## src/hw/flash_host_pkg.sv

```systemverilog
// package: command codes, locations and timing counts for the flash host controller
package flash_host_pkg;
    localparam int unsigned CLK_HZ          = 10_000_000;
    localparam logic [14:0] CMD_ADDR_A      = 15'h5555;
    localparam logic [14:0] CMD_ADDR_B      = 15'h2aaa;
    localparam logic [7:0]  CODE_UNLOCK_1   = 8'haa;
    localparam logic [7:0]  CODE_UNLOCK_2   = 8'h55;
    localparam logic [7:0]  CODE_PROGRAM    = 8'ha0;
    localparam logic [7:0]  CODE_SETUP      = 8'h80;
    localparam logic [7:0]  CODE_ERASE      = 8'h10;
    localparam logic [7:0]  CODE_LOCKOUT    = 8'h40;
    localparam logic [7:0]  CODE_ID_ENTRY   = 8'h90;
    localparam logic [7:0]  CODE_ID_EXIT    = 8'hf0;
    localparam logic [7:0]  ERASED_BYTE     = 8'hff;
    localparam logic [17:0] ID_MAKER_ADDR   = 18'h00000;
    localparam logic [17:0] ID_PART_ADDR    = 18'h00001;
    localparam logic [17:0] ID_LOCK_ADDR    = 18'h00002;
    localparam int unsigned LOCKOUT_BIT_POS = 0;
    localparam int unsigned POLL_BIT_POS    = 7;
    localparam int unsigned ALT_BIT_POS     = 6;
    // times in their own units
    localparam int unsigned PROGRAM_MAX_US    = 50;
    localparam int unsigned ERASE_MAX_MS      = 1000;
    localparam int unsigned LOCKOUT_WAIT_MS   = 1000;
    localparam int unsigned ID_PAUSE_US       = 10;
    localparam int unsigned POWERUP_WRITE_MS  = 5;
    localparam int unsigned POWERUP_READ_US   = 100;
    // least waits and poll time limits in whole cycles; cycles per unit come from integer division, rounded down
    localparam int unsigned BYTE_PROGRAM_DURATION_CYC =
        (PROGRAM_MAX_US * (CLK_HZ / 1_000_000));
    localparam int unsigned ID_PAUSE_CYC = (ID_PAUSE_US * (CLK_HZ / 1_000_000));
    localparam int unsigned POWERUP_READ_DELAY_CYC =
        (POWERUP_READ_US * (CLK_HZ / 1_000_000));
    localparam int unsigned ERASE_DURATION_CYC = ERASE_MAX_MS * (CLK_HZ / 1000);
    localparam int unsigned LOCKOUT_WAIT_CYC   = LOCKOUT_WAIT_MS * (CLK_HZ / 1000);
    localparam int unsigned POWERUP_WRITE_DELAY_CYC = POWERUP_WRITE_MS * (CLK_HZ / 1000);
    // pin strobe phases, in cycles of 100 ns (pulse and high widths >= 100 ns)
    localparam logic [1:0]  WE_LOW_CYC      = 2'd1;
    localparam logic [1:0]  WE_HIGH_CYC     = 2'd1;
    localparam logic [1:0]  RD_ACCESS_CYC   = 2'd2;
    localparam int unsigned CNT_W           = 27;
    localparam int unsigned POLL_LIMIT_W    = 27;
    typedef enum logic [2:0] {
        OP_READ    = 3'd0,
        OP_PROGRAM = 3'd1,
        OP_ERASE   = 3'd2,
        OP_LOCKOUT = 3'd3,
        OP_ID_ENTRY= 3'd4,
        OP_ID_EXIT = 3'd5,
        OP_ID_EXIT1= 3'd6
    } op_e;
endpackage

```

## src/hw/flash_pin_cycle.sv

```systemverilog
// one bus cycle on the flash pins: a strobed write or an output-enabled read
`timescale 1ns/1ns
module flash_pin_cycle
    import flash_host_pkg::*;
(
    input  wire logic        mclk,
    input  wire logic        rst,
    input  wire logic        start,
    input  wire logic        is_write,
    input  wire logic [17:0] addr,
    input  wire logic [7:0]  wdata,
    input  wire logic [7:0]  dq_i,
    output logic             done,
    output logic [7:0]       rdata,
    output logic [17:0]      a_o,
    output logic [7:0]       dq_o,
    output logic             dq_oe,
    output logic             ce_n,
    output logic             oe_n,
    output logic             we_n
);
    typedef enum logic [3:0] {
        PC_IDLE  = 4'b0001,
        PC_LOW   = 4'b0010,
        PC_HIGH  = 4'b0100,
        PC_DONE  = 4'b1000
    } pc_state_e;

    pc_state_e  state_reg;
    logic [1:0] cnt_reg;
    logic       wr_reg;

    always_ff @(posedge mclk or posedge rst) begin
        if (rst) begin
            state_reg <= PC_IDLE;
            cnt_reg   <= 2'd0;
            wr_reg    <= 1'b0;
        end else begin
            unique case (state_reg)
                PC_IDLE: if (start) begin
                    state_reg <= PC_LOW;
                    wr_reg    <= is_write;
                    cnt_reg   <= is_write ? WE_LOW_CYC : RD_ACCESS_CYC;
                end
                PC_LOW: if (cnt_reg == 2'd1) begin
                    state_reg <= PC_HIGH;
                    cnt_reg   <= WE_HIGH_CYC;
                end else begin
                    cnt_reg <= cnt_reg - 2'd1;
                end
                PC_HIGH: if (cnt_reg == 2'd1) begin
                    state_reg <= PC_DONE;
                end else begin
                    cnt_reg <= cnt_reg - 2'd1;
                end
                PC_DONE: state_reg <= PC_IDLE;
                default: state_reg <= PC_IDLE;
            endcase
        end
    end

    // address and data held stable across the whole cycle
    always_ff @(posedge mclk or posedge rst) begin
        if (rst) begin
            a_o  <= 18'h00000;
            dq_o <= 8'h00;
        end else if (start && state_reg == PC_IDLE) begin
            a_o  <= addr;
            dq_o <= wdata;
        end
    end

    // read data captured at the end of the access time
    always_ff @(posedge mclk or posedge rst) begin
        if (rst) begin
            rdata <= 8'h00;
        end else if (state_reg == PC_LOW && !wr_reg && cnt_reg == 2'd1) begin
            rdata <= dq_i;
        end
    end

    always_ff @(posedge mclk or posedge rst) begin
        if (rst) begin
            ce_n  <= 1'b1;
            oe_n  <= 1'b1;
            we_n  <= 1'b1;
            dq_oe <= 1'b0;
        end else begin
            ce_n  <= !(state_reg == PC_LOW || (start && state_reg == PC_IDLE));
            oe_n  <= !((state_reg == PC_LOW && !wr_reg) ||
                       (start && state_reg == PC_IDLE && !is_write));
            we_n  <= !(start && state_reg == PC_IDLE && is_write) &&
                     !(state_reg == PC_LOW && wr_reg && cnt_reg != 2'd1);
            dq_oe <= (start && state_reg == PC_IDLE && is_write) ||
                     ((state_reg == PC_LOW || state_reg == PC_HIGH) && wr_reg);
        end
    end

    assign done = (state_reg == PC_DONE);
endmodule

```

## src/hw/flash_host_ctrl.sv

```systemverilog
// host controller issuing command sequences and waits to a parallel flash
//
// Behaviour
// - the fourth program write carries the target address and data byte.
// - chip erase is aa/5555, 55/2aaa, 80/5555, aa/5555, 55/2aaa, 10/5555 in order.
// - lockout set is the erase prefix ending in 40/5555, then the host waits 1 s.
// - identification entry is aa/5555, 55/2aaa, 90/5555, then a 10 us pause.
// - three-write identification exit is aa/5555, 55/2aaa, f0/5555, then a 10 us pause; the one-write exit (f0 at the request address) has no pause.
`timescale 1ns/1ns
module flash_host_ctrl
    import flash_host_pkg::*;
#(
    parameter int unsigned ERASE_CYC   = ERASE_DURATION_CYC,
    parameter int unsigned LOCK_CYC    = LOCKOUT_WAIT_CYC,
    parameter int unsigned PU_WR_CYC   = POWERUP_WRITE_DELAY_CYC
)
(
    input  wire logic        mclk,
    input  wire logic        rst,
    input  wire logic        req_valid,
    input  wire logic [2:0]  req_op,
    input  wire logic [17:0] req_addr,
    input  wire logic [7:0]  req_data,
    output logic             req_ready,
    output logic             resp_valid,
    output logic [7:0]       resp_data,
    output logic             resp_timeout,
    output logic             id_mode,
    output logic [17:0]      a_o,
    output logic [7:0]       dq_o,
    output logic             dq_oe,
    input  wire logic [7:0]  dq_i,
    output logic             ce_n,
    output logic             oe_n,
    output logic             we_n
);
    typedef enum logic [6:0] {
        S_POWERUP = 7'b0000001,
        S_IDLE    = 7'b0000010,
        S_ISSUE   = 7'b0000100,
        S_WAITCYC = 7'b0001000,
        S_POLL    = 7'b0010000,
        S_PAUSE   = 7'b0100000,
        S_RESP    = 7'b1000000
    } st_e;

    st_e              state_reg;
    op_e              op_reg;
    logic [2:0]       step_reg;
    logic [2:0]       nsteps;
    logic [17:0]      addr_reg;
    logic [7:0]       data_reg;
    logic [CNT_W-1:0] cnt_reg;
    logic [CNT_W-1:0] pu_cnt_reg;
    logic             wr_ok;
    logic             rd_ok;
    logic             timeout_reg;
    logic [7:0]       rd_prev_reg;
    logic             first_poll_reg;
    logic [17:0]      cyc_addr;
    logic [7:0]       cyc_data;
    logic             cyc_write;
    logic             cyc_start;
    logic             cyc_done;
    logic [7:0]       cyc_rdata;

    // ------------------------------------------------------------
    // power-up delays
    // ------------------------------------------------------------
    always_ff @(posedge mclk or posedge rst) begin
        if (rst) begin
            pu_cnt_reg <= '0;
        end else if (pu_cnt_reg < CNT_W'(PU_WR_CYC)) begin
            pu_cnt_reg <= pu_cnt_reg + 1'b1;
        end
    end
    assign wr_ok = (pu_cnt_reg >= CNT_W'(PU_WR_CYC));
    assign rd_ok = (pu_cnt_reg >= CNT_W'(POWERUP_READ_DELAY_CYC));

    // ------------------------------------------------------------
    // command sequence tables
    // ------------------------------------------------------------
    always_comb begin
        unique case (op_reg)
            OP_PROGRAM:  nsteps = 3'd4;
            OP_ERASE:    nsteps = 3'd6;
            OP_LOCKOUT:  nsteps = 3'd6;
            OP_ID_ENTRY: nsteps = 3'd3;
            OP_ID_EXIT:  nsteps = 3'd3;
            OP_ID_EXIT1: nsteps = 3'd1;
            default:     nsteps = 3'd1;
        endcase
    end

    // only the 15 low address bits take part in matching
    always_comb begin
        cyc_write = (op_reg != OP_READ);
        cyc_addr  = {3'b000, CMD_ADDR_A};
        cyc_data  = CODE_UNLOCK_1;
        if (op_reg == OP_READ) begin
            cyc_addr = addr_reg;
        end else if (op_reg == OP_ID_EXIT1) begin
            cyc_addr = addr_reg;
            cyc_data = CODE_ID_EXIT;
        end else begin
            unique case (step_reg)
                3'd0: cyc_data = CODE_UNLOCK_1;
                3'd1: begin
                    cyc_addr = {3'b000, CMD_ADDR_B};
                    cyc_data = CODE_UNLOCK_2;
                end
                3'd2: begin
                    unique case (op_reg)
                        OP_PROGRAM:  cyc_data = CODE_PROGRAM;
                        OP_ID_ENTRY: cyc_data = CODE_ID_ENTRY;
                        OP_ID_EXIT:  cyc_data = CODE_ID_EXIT;
                        default:     cyc_data = CODE_SETUP;
                    endcase
                end
                3'd3: begin
                    if (op_reg == OP_PROGRAM) begin
                        cyc_addr = addr_reg;
                        cyc_data = data_reg;
                    end
                end
                3'd4: begin
                    cyc_addr = {3'b000, CMD_ADDR_B};
                    cyc_data = CODE_UNLOCK_2;
                end
                default: cyc_data = (op_reg == OP_ERASE) ? CODE_ERASE : CODE_LOCKOUT;
            endcase
        end
    end

    // ------------------------------------------------------------
    // sequencer
    // ------------------------------------------------------------
    assign cyc_start = (state_reg == S_ISSUE);
    assign req_ready = (state_reg == S_IDLE) && rd_ok;

    always_ff @(posedge mclk or posedge rst) begin
        if (rst) begin
            state_reg      <= S_POWERUP;
            op_reg         <= OP_READ;
            step_reg       <= 3'd0;
            addr_reg       <= 18'h00000;
            data_reg       <= 8'h00;
            cnt_reg        <= '0;
            timeout_reg    <= 1'b0;
            first_poll_reg <= 1'b0;
            rd_prev_reg    <= 8'h00;
        end else begin
            unique case (state_reg)
                S_POWERUP: if (rd_ok) state_reg <= S_IDLE;
                S_IDLE: if (req_valid && rd_ok) begin
                    // writes before the power-up delay would be dropped
                    if (op_e'(req_op) == OP_READ || wr_ok) begin
                        op_reg      <= op_e'(req_op);
                        addr_reg    <= req_addr;
                        data_reg    <= req_data;
                        step_reg    <= 3'd0;
                        timeout_reg <= 1'b0;
                        state_reg   <= S_ISSUE;
                    end
                end
                S_ISSUE: state_reg <= S_WAITCYC;
                S_WAITCYC: if (cyc_done) begin
                    // strokes follow back to back so nothing can break
                    if (op_reg != OP_READ && step_reg != nsteps - 3'd1) begin
                        step_reg  <= step_reg + 3'd1;
                        state_reg <= S_ISSUE;
                    end else begin
                        unique case (op_reg)
                            OP_PROGRAM: begin
                                cnt_reg        <= CNT_W'(BYTE_PROGRAM_DURATION_CYC);
                                first_poll_reg <= 1'b1;
                                state_reg      <= S_POLL;
                            end
                            OP_ERASE: begin
                                cnt_reg        <= CNT_W'(ERASE_CYC);
                                first_poll_reg <= 1'b1;
                                state_reg      <= S_POLL;
                            end
                            OP_LOCKOUT: begin
                                cnt_reg   <= CNT_W'(LOCK_CYC);
                                state_reg <= S_PAUSE;
                            end
                            OP_ID_ENTRY, OP_ID_EXIT: begin
                                cnt_reg   <= CNT_W'(ID_PAUSE_CYC);
                                state_reg <= S_PAUSE;
                            end
                            default: state_reg <= S_RESP;
                        endcase
                    end
                end
                S_POLL: begin
                    // toggle-bit polling: re-read target until bit 6 holds still and bit 7 shows the expected value
                    if (cnt_reg != '0) cnt_reg <= cnt_reg - 1'b1;
                    if (!first_poll_reg && cyc_done &&
                        cyc_rdata[ALT_BIT_POS] == rd_prev_reg[ALT_BIT_POS] &&
                        cyc_rdata[POLL_BIT_POS] == (op_reg == OP_ERASE ?
                            ERASED_BYTE[POLL_BIT_POS] : data_reg[POLL_BIT_POS])) begin
                        state_reg <= S_RESP;
                    end else if (cnt_reg == '0 && cyc_done) begin
                        // leave only with the pin idle, so no stale read ends the next request
                        timeout_reg <= 1'b1;
                        state_reg   <= S_RESP;
                    end
                    if (cyc_done) begin
                        rd_prev_reg    <= cyc_rdata;
                        first_poll_reg <= 1'b0;
                    end
                end
                S_PAUSE: begin
                    if (cnt_reg <= CNT_W'(1)) state_reg <= S_RESP;
                    else cnt_reg <= cnt_reg - 1'b1;
                end
                S_RESP: state_reg <= S_IDLE;
                default: state_reg <= S_IDLE;
            endcase
        end
    end

    // identification mode tracking; maker/part/lockout reads use plain reads
    always_ff @(posedge mclk or posedge rst) begin
        if (rst) begin
            id_mode <= 1'b0;
        end else if (state_reg == S_RESP) begin
            if (op_reg == OP_ID_ENTRY) id_mode <= 1'b1;
            else if (op_reg == OP_ID_EXIT || op_reg == OP_ID_EXIT1) id_mode <= 1'b0;
        end
    end

    always_ff @(posedge mclk or posedge rst) begin
        if (rst) begin
            resp_data    <= 8'h00;
            resp_timeout <= 1'b0;
        end else if (state_reg == S_RESP) begin
            resp_data    <= cyc_rdata;
            resp_timeout <= timeout_reg;
        end
    end

    always_ff @(posedge mclk or posedge rst) begin
        if (rst) resp_valid <= 1'b0;
        else     resp_valid <= (state_reg == S_RESP);
    end

    // poll reads issued back to back at the target while busy
    logic poll_start;
    logic poll_busy_reg;
    always_ff @(posedge mclk or posedge rst) begin
        if (rst) poll_busy_reg <= 1'b0;
        else if (poll_start) poll_busy_reg <= 1'b1;
        else if (cyc_done) poll_busy_reg <= 1'b0;
    end
    assign poll_start = (state_reg == S_POLL) && !poll_busy_reg && !cyc_done;

    flash_pin_cycle u_cycle (
        .mclk     (mclk),
        .rst      (rst),
        .start    (cyc_start || poll_start),
        .is_write (cyc_start ? cyc_write : 1'b0),
        .addr     (cyc_start ? cyc_addr : addr_reg),
        .wdata    (cyc_data),
        .dq_i     (dq_i),
        .done     (cyc_done),
        .rdata    (cyc_rdata),
        .a_o      (a_o),
        .dq_o     (dq_o),
        .dq_oe    (dq_oe),
        .ce_n     (ce_n),
        .oe_n     (oe_n),
        .we_n     (we_n)
    );
endmodule

```

## config.mk

```make
export PLATFORM = sky130hd
export DESIGN_NAME = flash_host_ctrl
export DESIGN_NICKNAME = d
export VERILOG_FILES = /design/src/hw/flash_host_pkg.sv /design/src/hw/flash_pin_cycle.sv /design/src/hw/flash_host_ctrl.sv
export SDC_FILE = /design/constraint.sdc
export NUM_CORES = 1
export LEC_CHECK = 0
export BUFFER_PORTS_ARGS = -buffer_cell sky130_fd_sc_hd__buf_2
export CAP_MARGIN = 20
export CORE_ASPECT_RATIO = 0.5
export CORE_MARGIN = 4
export CORE_UTILIZATION = 40
export CTS_CLUSTER_SIZE = 24
export DETAILED_ROUTE_END_ITERATION = 12
export PLACE_DENSITY_LB_ADDON = 0.25
export SYNTH_ARGS = -nofsm -noshare
export SYNTH_HDL_FRONTEND = slang
export SYNTH_SLANG_ARGS = --single-unit
```

## constraint.sdc

```tcl
create_clock -name mclk -period 7.93 [get_ports mclk]
set_clock_uncertainty 0.15 [all_clocks]
set_input_delay 0.3965 -clock mclk [delete_from_list [all_inputs] [get_ports mclk]]
set_output_delay 0.3965 -clock mclk [all_outputs]
set_load 0.02 [all_outputs]
```

==> flow_metrics.tcl, run 1 <==
set metrics [dict create \
    grt_pass1_wl_mm 27.3 \
    port_buffers 81 \
    ys_top_cells_by_area "dfrtp_1 (51%), mux2_2 (6.0%), nand2_1 (4.4%)" \
    cp-end-kind "register" \
    synth-seq-cells 153 \
    finalWirelength_mm 16.6 \
    clk_latency_ps 420 \
    hpwl_mm 11.7 \
    ys_types 68 \
    arrival_ps 4280 \
    synth_top_cell_by_area "dfrtp_1" \
    power.share.sequential_pct 49.8 \
    cap_violations 0 \
    vias 5667 \
    p_int_mw 1.21 \
    area_growth_pct 15.2 \
    grt_util_met1_pct 24.3 \
    path_buf_inv 1 \
    slew_viol_final 0 \
    slowest_stage "dfrtp_1" \
    placementRows 34 \
    synthCells 717 \
    finalSetupViolCount 0 \
    min_period_over_period_pct 51.6 \
    gp_congestion 0.881 \
    postCtsResizedCells 0 \
    die_y_um 104 \
    path_depth 11 \
    reg2reg_to "cnt_reg[26]" \
    fin_tns_setup_ps 0 \
    crit_fanout 20 \
    r2r_cells 11 \
    grt_max_degree 104 \
    seq_area_frac_synth_pct 52.5 \
    postRouteAntennaNets 0 \
    critPathRequiredTime_ps 8120 \
    post_cts_buffers 0 \
    grt_util_met3_pct 3.37 \
    crit_family "simple AND/OR/NAND/NOR gates" \
    final_common_cell "dfrtp_1" \
    synth_top_family_by_area "simple AND/OR/NAND/NOR gates" \
    grt_pass1_vias 5319 \
    start_kind "register" \
    fillCellCount 1607 \
    synth_area_um2 7300 \
    min_period_ps 4090 \
    finalNonFillerCells 1032 \
    ctsHoldBuffers 0 \
    leakagePower_nw 4.07 \
    htreeDepth 4 \
    synth_edf_count 0 \
    hold_slack_ps 13.9 \
    cts_root_buffer "clkbuf_16" \
    remaining_drc_errors 0 \
    place_inst 1000 \
    synthAdderAreaFrac_pct 2.23 \
    rsz0062_at_grt "false" \
    r2r_slack_ps 3840 \
    synthMuxAreaShare_pct 6.15 \
    worst_slew_pin_slew_ps 989 \
    dieWidth_um 199 \
    synth_nets 770 \
    status "completed" \
    async_flop_share_pct 100 \
    clock.fmax_mhz 245 \
    p_per_area_nw_per_um2 188 \
    clockBufferDepth 2 \
    synth_compound_gate_area_share_pct 12.4 \
    clk_pin_slew_ps 60 \
    slew_headroom_pct 33.2 \
    swShare_pct 23.3 \
    hold_viol 0 \
    worstReg2RegStart "op_reg[2]" \
    critical_path_class "reg2reg" \
    synth-simple-area-share_pct 19.9 \
    drt_pass1_iterations 5 \
    ys.flop_type "dfrtp_1" \
    antenna_cells 0 \
    avgSynthCellArea_um2 10.2 \
    vias_per_cell 5.49 \
    worstPathCellList "nor2b_1 -> nand2b_1 -> inv_1 -> ha_1 -> xnor2_1 -> nor4_1 -> o211ai_1 -> a22oi_2 -> nand2_1 -> or3_1 -> a21oi_1" \
    ys_warn_count 0 \
    drtIter0Drc 517 \
    grt_overflow 0 \
    synth_xor_area_share_pct 3.36 \
    pin_count 82 \
    hold_path.class "in2async" \
    top_usage_layer "met1" \
    p_clk_share_pct 48.0 \
    use_met2_pct 23.8 \
    final_nets 838 \
    drive_above_1_share_pct 22.4 \
    start_util_pct 41.4 \
    cts_tree "done" \
    wl_per_cell_um 16.1 \
    track_usage_pct 16.2 \
    cts.sinks 153 \
    p_comb_share_pct 2.2 \
    cts_made_buffers 17 \
    switchingPower_mw 0.369 \
    antenna_found_initial 0 \
    synth_top_area_share_pct 50.7 \
    max_stage_delay_ps 550 \
    layout_common_cells "dfrtp_1 (148), nand2_1 (85), buf_2 (81)" \
    ir_worst_vdd_mv 0.128 \
    coreArea_um2 17700 \
    die_area_um2 20600 \
]
-- power by group through the flow --
| stage | clock network, mW | registers (mW) | logic, mW |
|---|---|---|---|
| global placement | 0 | 0.801 | 0.0364 |
| detailed placement | 0 | 0.801 | 0.0369 |
| floorplan | 0 | 0.804 | 0.0155 |
| CTS | 0.776 | 0.787 | 0.0370 |
| finish | 0.759 | 0.787 | 0.0353 |
| global route | 0.812 | 0.787 | 0.0408 |
-- how the worst max path moves through the flow --
stage | startpoint | endpoint | slack (ps)
global route | op_reg[2] | cnt_reg[26] | 3450
detailed placement | op_reg[2] | cnt_reg[26] | 3900
CTS | op_reg[2] | cnt_reg[26] | 3890
finish | op_reg[2] | cnt_reg[26] | 3840
floorplan | rst | addr_reg[0] | 3270
global placement | op_reg[2] | cnt_reg[26] | 4130
-- per-stage QoR --
| step | cell area [µm²] | worst slack (ps) | power, mW | utilization (%) |
|---|---|---|---|---|
| finish | 8410 | 3840 | 1.58 | 47.7 |
| global route | 8410 | 3450 | 1.64 | 47.7 |
| CTS | 8410 | 3890 | 1.60 | 47.7 |
| detailed placement | 7860 | 3900 | 0.838 | 44.5 |
| global placement | 7860 | 4130 | 0.838 | 44.5 |
| floorplan | 7300 | 3270 | 0.819 | - |
-- cells by family after synthesis --
group	after synthesis
AOI/OAI and AO/OA	140
xor gates and xnor gates	28
adders and majority gates	13
buffers and inverters	55
DFF	153
muxes	40
and+or+nand+nor	288
-- synth_stat cells (all sizes together) (5+ instances only) --
| cell type | number |
|---|---|
| inv | 19 |
| a21oi | 23 |
| or4 | 7 |
| buf | 12 |
| dfstp | 5 |
| nor3 | 24 |
| nor2 | 70 |
| ha | 13 |
| a31oi | 10 |
| nand2 | 85 |
| nor4 | 16 |
| o22ai | 5 |
| nand2b | 6 |
| a221o | 7 |
| nand3 | 23 |
| o31ai | 8 |
| mux2 | 39 |
| o21ai | 55 |
| or3 | 7 |
| and2 | 5 |
| clkbuf | 24 |
| and3 | 8 |
| nor2b | 7 |
| xor2 | 18 |
| o22a | 5 |
| dfrtp | 148 |
| nand4 | 11 |
| xnor2 | 10 |
-- routing by layer --
layer | wire length [µm] | vias up | part of all wire (%)
met5 | 0 | - | 0
met4 | 177 | 0 | 1.1
met3 | 939 | 16 | 5.6
met2 | 7330 | 155 | 44
met1 | 8190 | 2779 | 49
li1 | - | 2717 | -
-- worst register-to-register path: cells and delay by family (launching register included) --
| family | cells | cell delay (ps) |
|---|---|---|
| AO/OA/AOI/OAI | 3 | 810 |
| XOR/XNOR | 1 | 140 |
| adder cells (fa/ha/maj) | 1 | 290 |
| buffers and inverters | 1 | 70 |
| flip-flops | 1 | 550 |
| AND/OR/NAND/NOR | 5 | 2010 |
-- cell type report --
| class | count | area [µm²] | share of cell area [%] |
|---|---|---|---|
| Inverter | 19 | 76.3 | 0.907 |
| Multi-Input combinational cell | 509 | 3220 | 38.3 |
| Clock buffer | 19 | 443 | 5.26 |
| Timing Repair Buffer | 85 | 435 | 5.18 |
| Clock inverter | 13 | 108 | 1.28 |
| Sequential cell | 153 | 3830 | 45.6 |
| Tap cell | 234 | 293 | 3.48 |
Note: power is estimated with default switching activity, not from simulation.
==> run 2: changes to the inputs <==
- clock period: 7.93 -> 3.8 ns (I/O delays scaled with it)
==> run 2 against run 1 <==
  * First-iteration DRC count is 43% lower
  * Sequential share of layout area is 3.0 points lower
  * Critical endpoint is now cnt_reg[24]
  * Combinational power grew to 3.0 times the previous value
  * Hold slack better by 210 ps
  * Largest power group is now the clock network
==> flow_metrics.tcl, run 2 (same netlist as run 1, synthesis figures left out) <==
set metrics [dict create \
    dieWidth_um 199 \
    post_cts_buffers 0 \
    final_nets 887 \
    wl_per_cell_um 15.9 \
    port_buffers 81 \
    placementRows 34 \
    slew_headroom_pct 31.5 \
    layout_common_cells "dfrtp_1 (148), nand2_1 (85), buf_2 (81)" \
    clk_latency_ps 420 \
    final_area_um2 9010 \
    finalSetupViolCount 0 \
    cts_tree "done" \
    hold_start "req_valid" \
    critPathRequiredTime_ps 3990 \
    slowest_stage "dfrtp_1" \
    hpwl_mm 11.9 \
    clockBufferDepth 2 \
    r2r_cells 12 \
    drtIter0Drc 295 \
    drt_pass1_iterations 5 \
    worst_slew_pin_slew_ps 1010 \
    ctsHoldBuffers 38 \
    cts.sinks 153 \
    min_period_over_period_pct 90.1 \
    area_growth_pct 23.3 \
    vias 5795 \
    grt_pass1_wl_mm 29.3 \
    final_common_cell "dfrtp_1" \
    min_period_ps 3420 \
    cts_made_buffers 17 \
    utilization_pct 51.0 \
    reg2reg_to "cnt_reg[24]" \
    vias_per_cell 5.36 \
    hold_viol 0 \
    crit_fanout 13 \
    postRouteAntennaNets 0 \
    fin_tns_setup_ps 0 \
    grt_overflow 0 \
    clock.fmax_mhz 292 \
    finalWirelength_mm 17.2 \
    clk_pin_slew_ps 60 \
    grt_pass1_vias 5888 \
    pin_count 82 \
    track_usage_pct 17.2 \
    coreArea_um2 17700 \
    remaining_drc_errors 0 \
    r2r_slack_ps 380 \
    die_y_um 104 \
    start_util_pct 41.4 \
    max_stage_delay_ps 550 \
    rsz0062_at_grt "false" \
    post_dp_cell_area_um2 7980 \
    postCtsResizedCells 0 \
    gp_congestion 0.852 \
    holdPathStages 4 \
    leakagePower_nw 4.34 \
    min_to "op_reg[1]" \
    grt_max_degree 154 \
    cap_violations 0 \
    worstReg2RegStart "op_reg[2]" \
    critical_path_class "reg2reg" \
    hold_path.class "in2reg" \
    htreeDepth 4 \
    antenna_found_initial 0 \
    antenna_cells 0 \
    slew_viol_final 0 \
    cp-end-kind "register" \
    die_area_um2 20600 \
    cts_root_buffer "clkbuf_16" \
    start_kind "register" \
    worstPathCellList "nor2b_1 -> nand2b_1 -> inv_1 -> ha_1 -> xnor2_1 -> nor4_1 -> o211ai_1 -> a22oi_2 -> buf_4 -> nand4_1 -> or4_1 -> a21oi_1" \
    p_per_area_nw_per_um2 399 \
    arrival_ps 3620 \
    drive_above_1_share_pct 22.4 \
    status "completed" \
    hold_slack_ps 221 \
    fillCellCount 1606 \
    ir_worst_vdd_mv 0.255 \
]
run 2: metrics by stage:
stage / power, mW / setup slack, ps / cells
after detailed placement: 1.75 / 442 / 1011
after global placement: 1.75 / 555 / 1011
final: 3.59 / 377 / 1081
after floorplan: 1.71 / 757 / 717
after CTS: 3.63 / 418 / 1081
after global routing: 3.70 / 112 / 1081
run 2: routing by layer:
metal  GRT usage [%]  share of wire, %  vias to the layer above
met5               0                 0                        -
li1                -                 -                     2799
met4            4.54               1.2                        0
met2            27.5                46                      135
met1            23.9                48                     2843
met3            3.80               4.4                       18
run 2: how the worst max path moves through the flow:
stage                         start           to  slack (ps)  cells after the start
after CTS                 op_reg[2]  cnt_reg[24]         420                     12
after global placement    op_reg[2]  cnt_reg[24]         560                     12
after global routing      op_reg[2]  cnt_reg[24]         110                     13
final                     op_reg[2]  cnt_reg[24]         380                     12
after floorplan           op_reg[2]  cnt_reg[24]         760                     12
after detailed placement  op_reg[2]  cnt_reg[24]         440                     12
run 2: where the power goes:
group | internal [mW] | leakage [nW] | total (mW) | switching (mW)
Sequential | 1.64 | 2.03 | 1.64 | 0.00474
Clock | 1.14 | 0.308 | 1.84 | 0.697
Combinational | 0.0510 | 2.00 | 0.106 | 0.0550
Total | 2.83 | 4.34 | 3.59 | 0.757
run 2: critical path, delay by kind of cell, from the launching register on:
kind	cells	cell delay [ps]
adder cells (fa/ha/maj)	1	280
XOR/XNOR	1	140
AO/OA/AOI/OAI	3	560
AND/OR/NAND/NOR	5	1380
buffers and inverters	2	280
flip-flops	1	550
run 2: final cells by class:
cell class	instances	area, µm²	area share (%)
clock inverter	12	188	2.08
inverter	19	75.1	0.834
tap	234	293	3.25
sequential	153	3830	42.6
multi-input combinational	509	3220	35.8
timing repair buffer	134	936	10.4
clock buffer	20	457	5.07
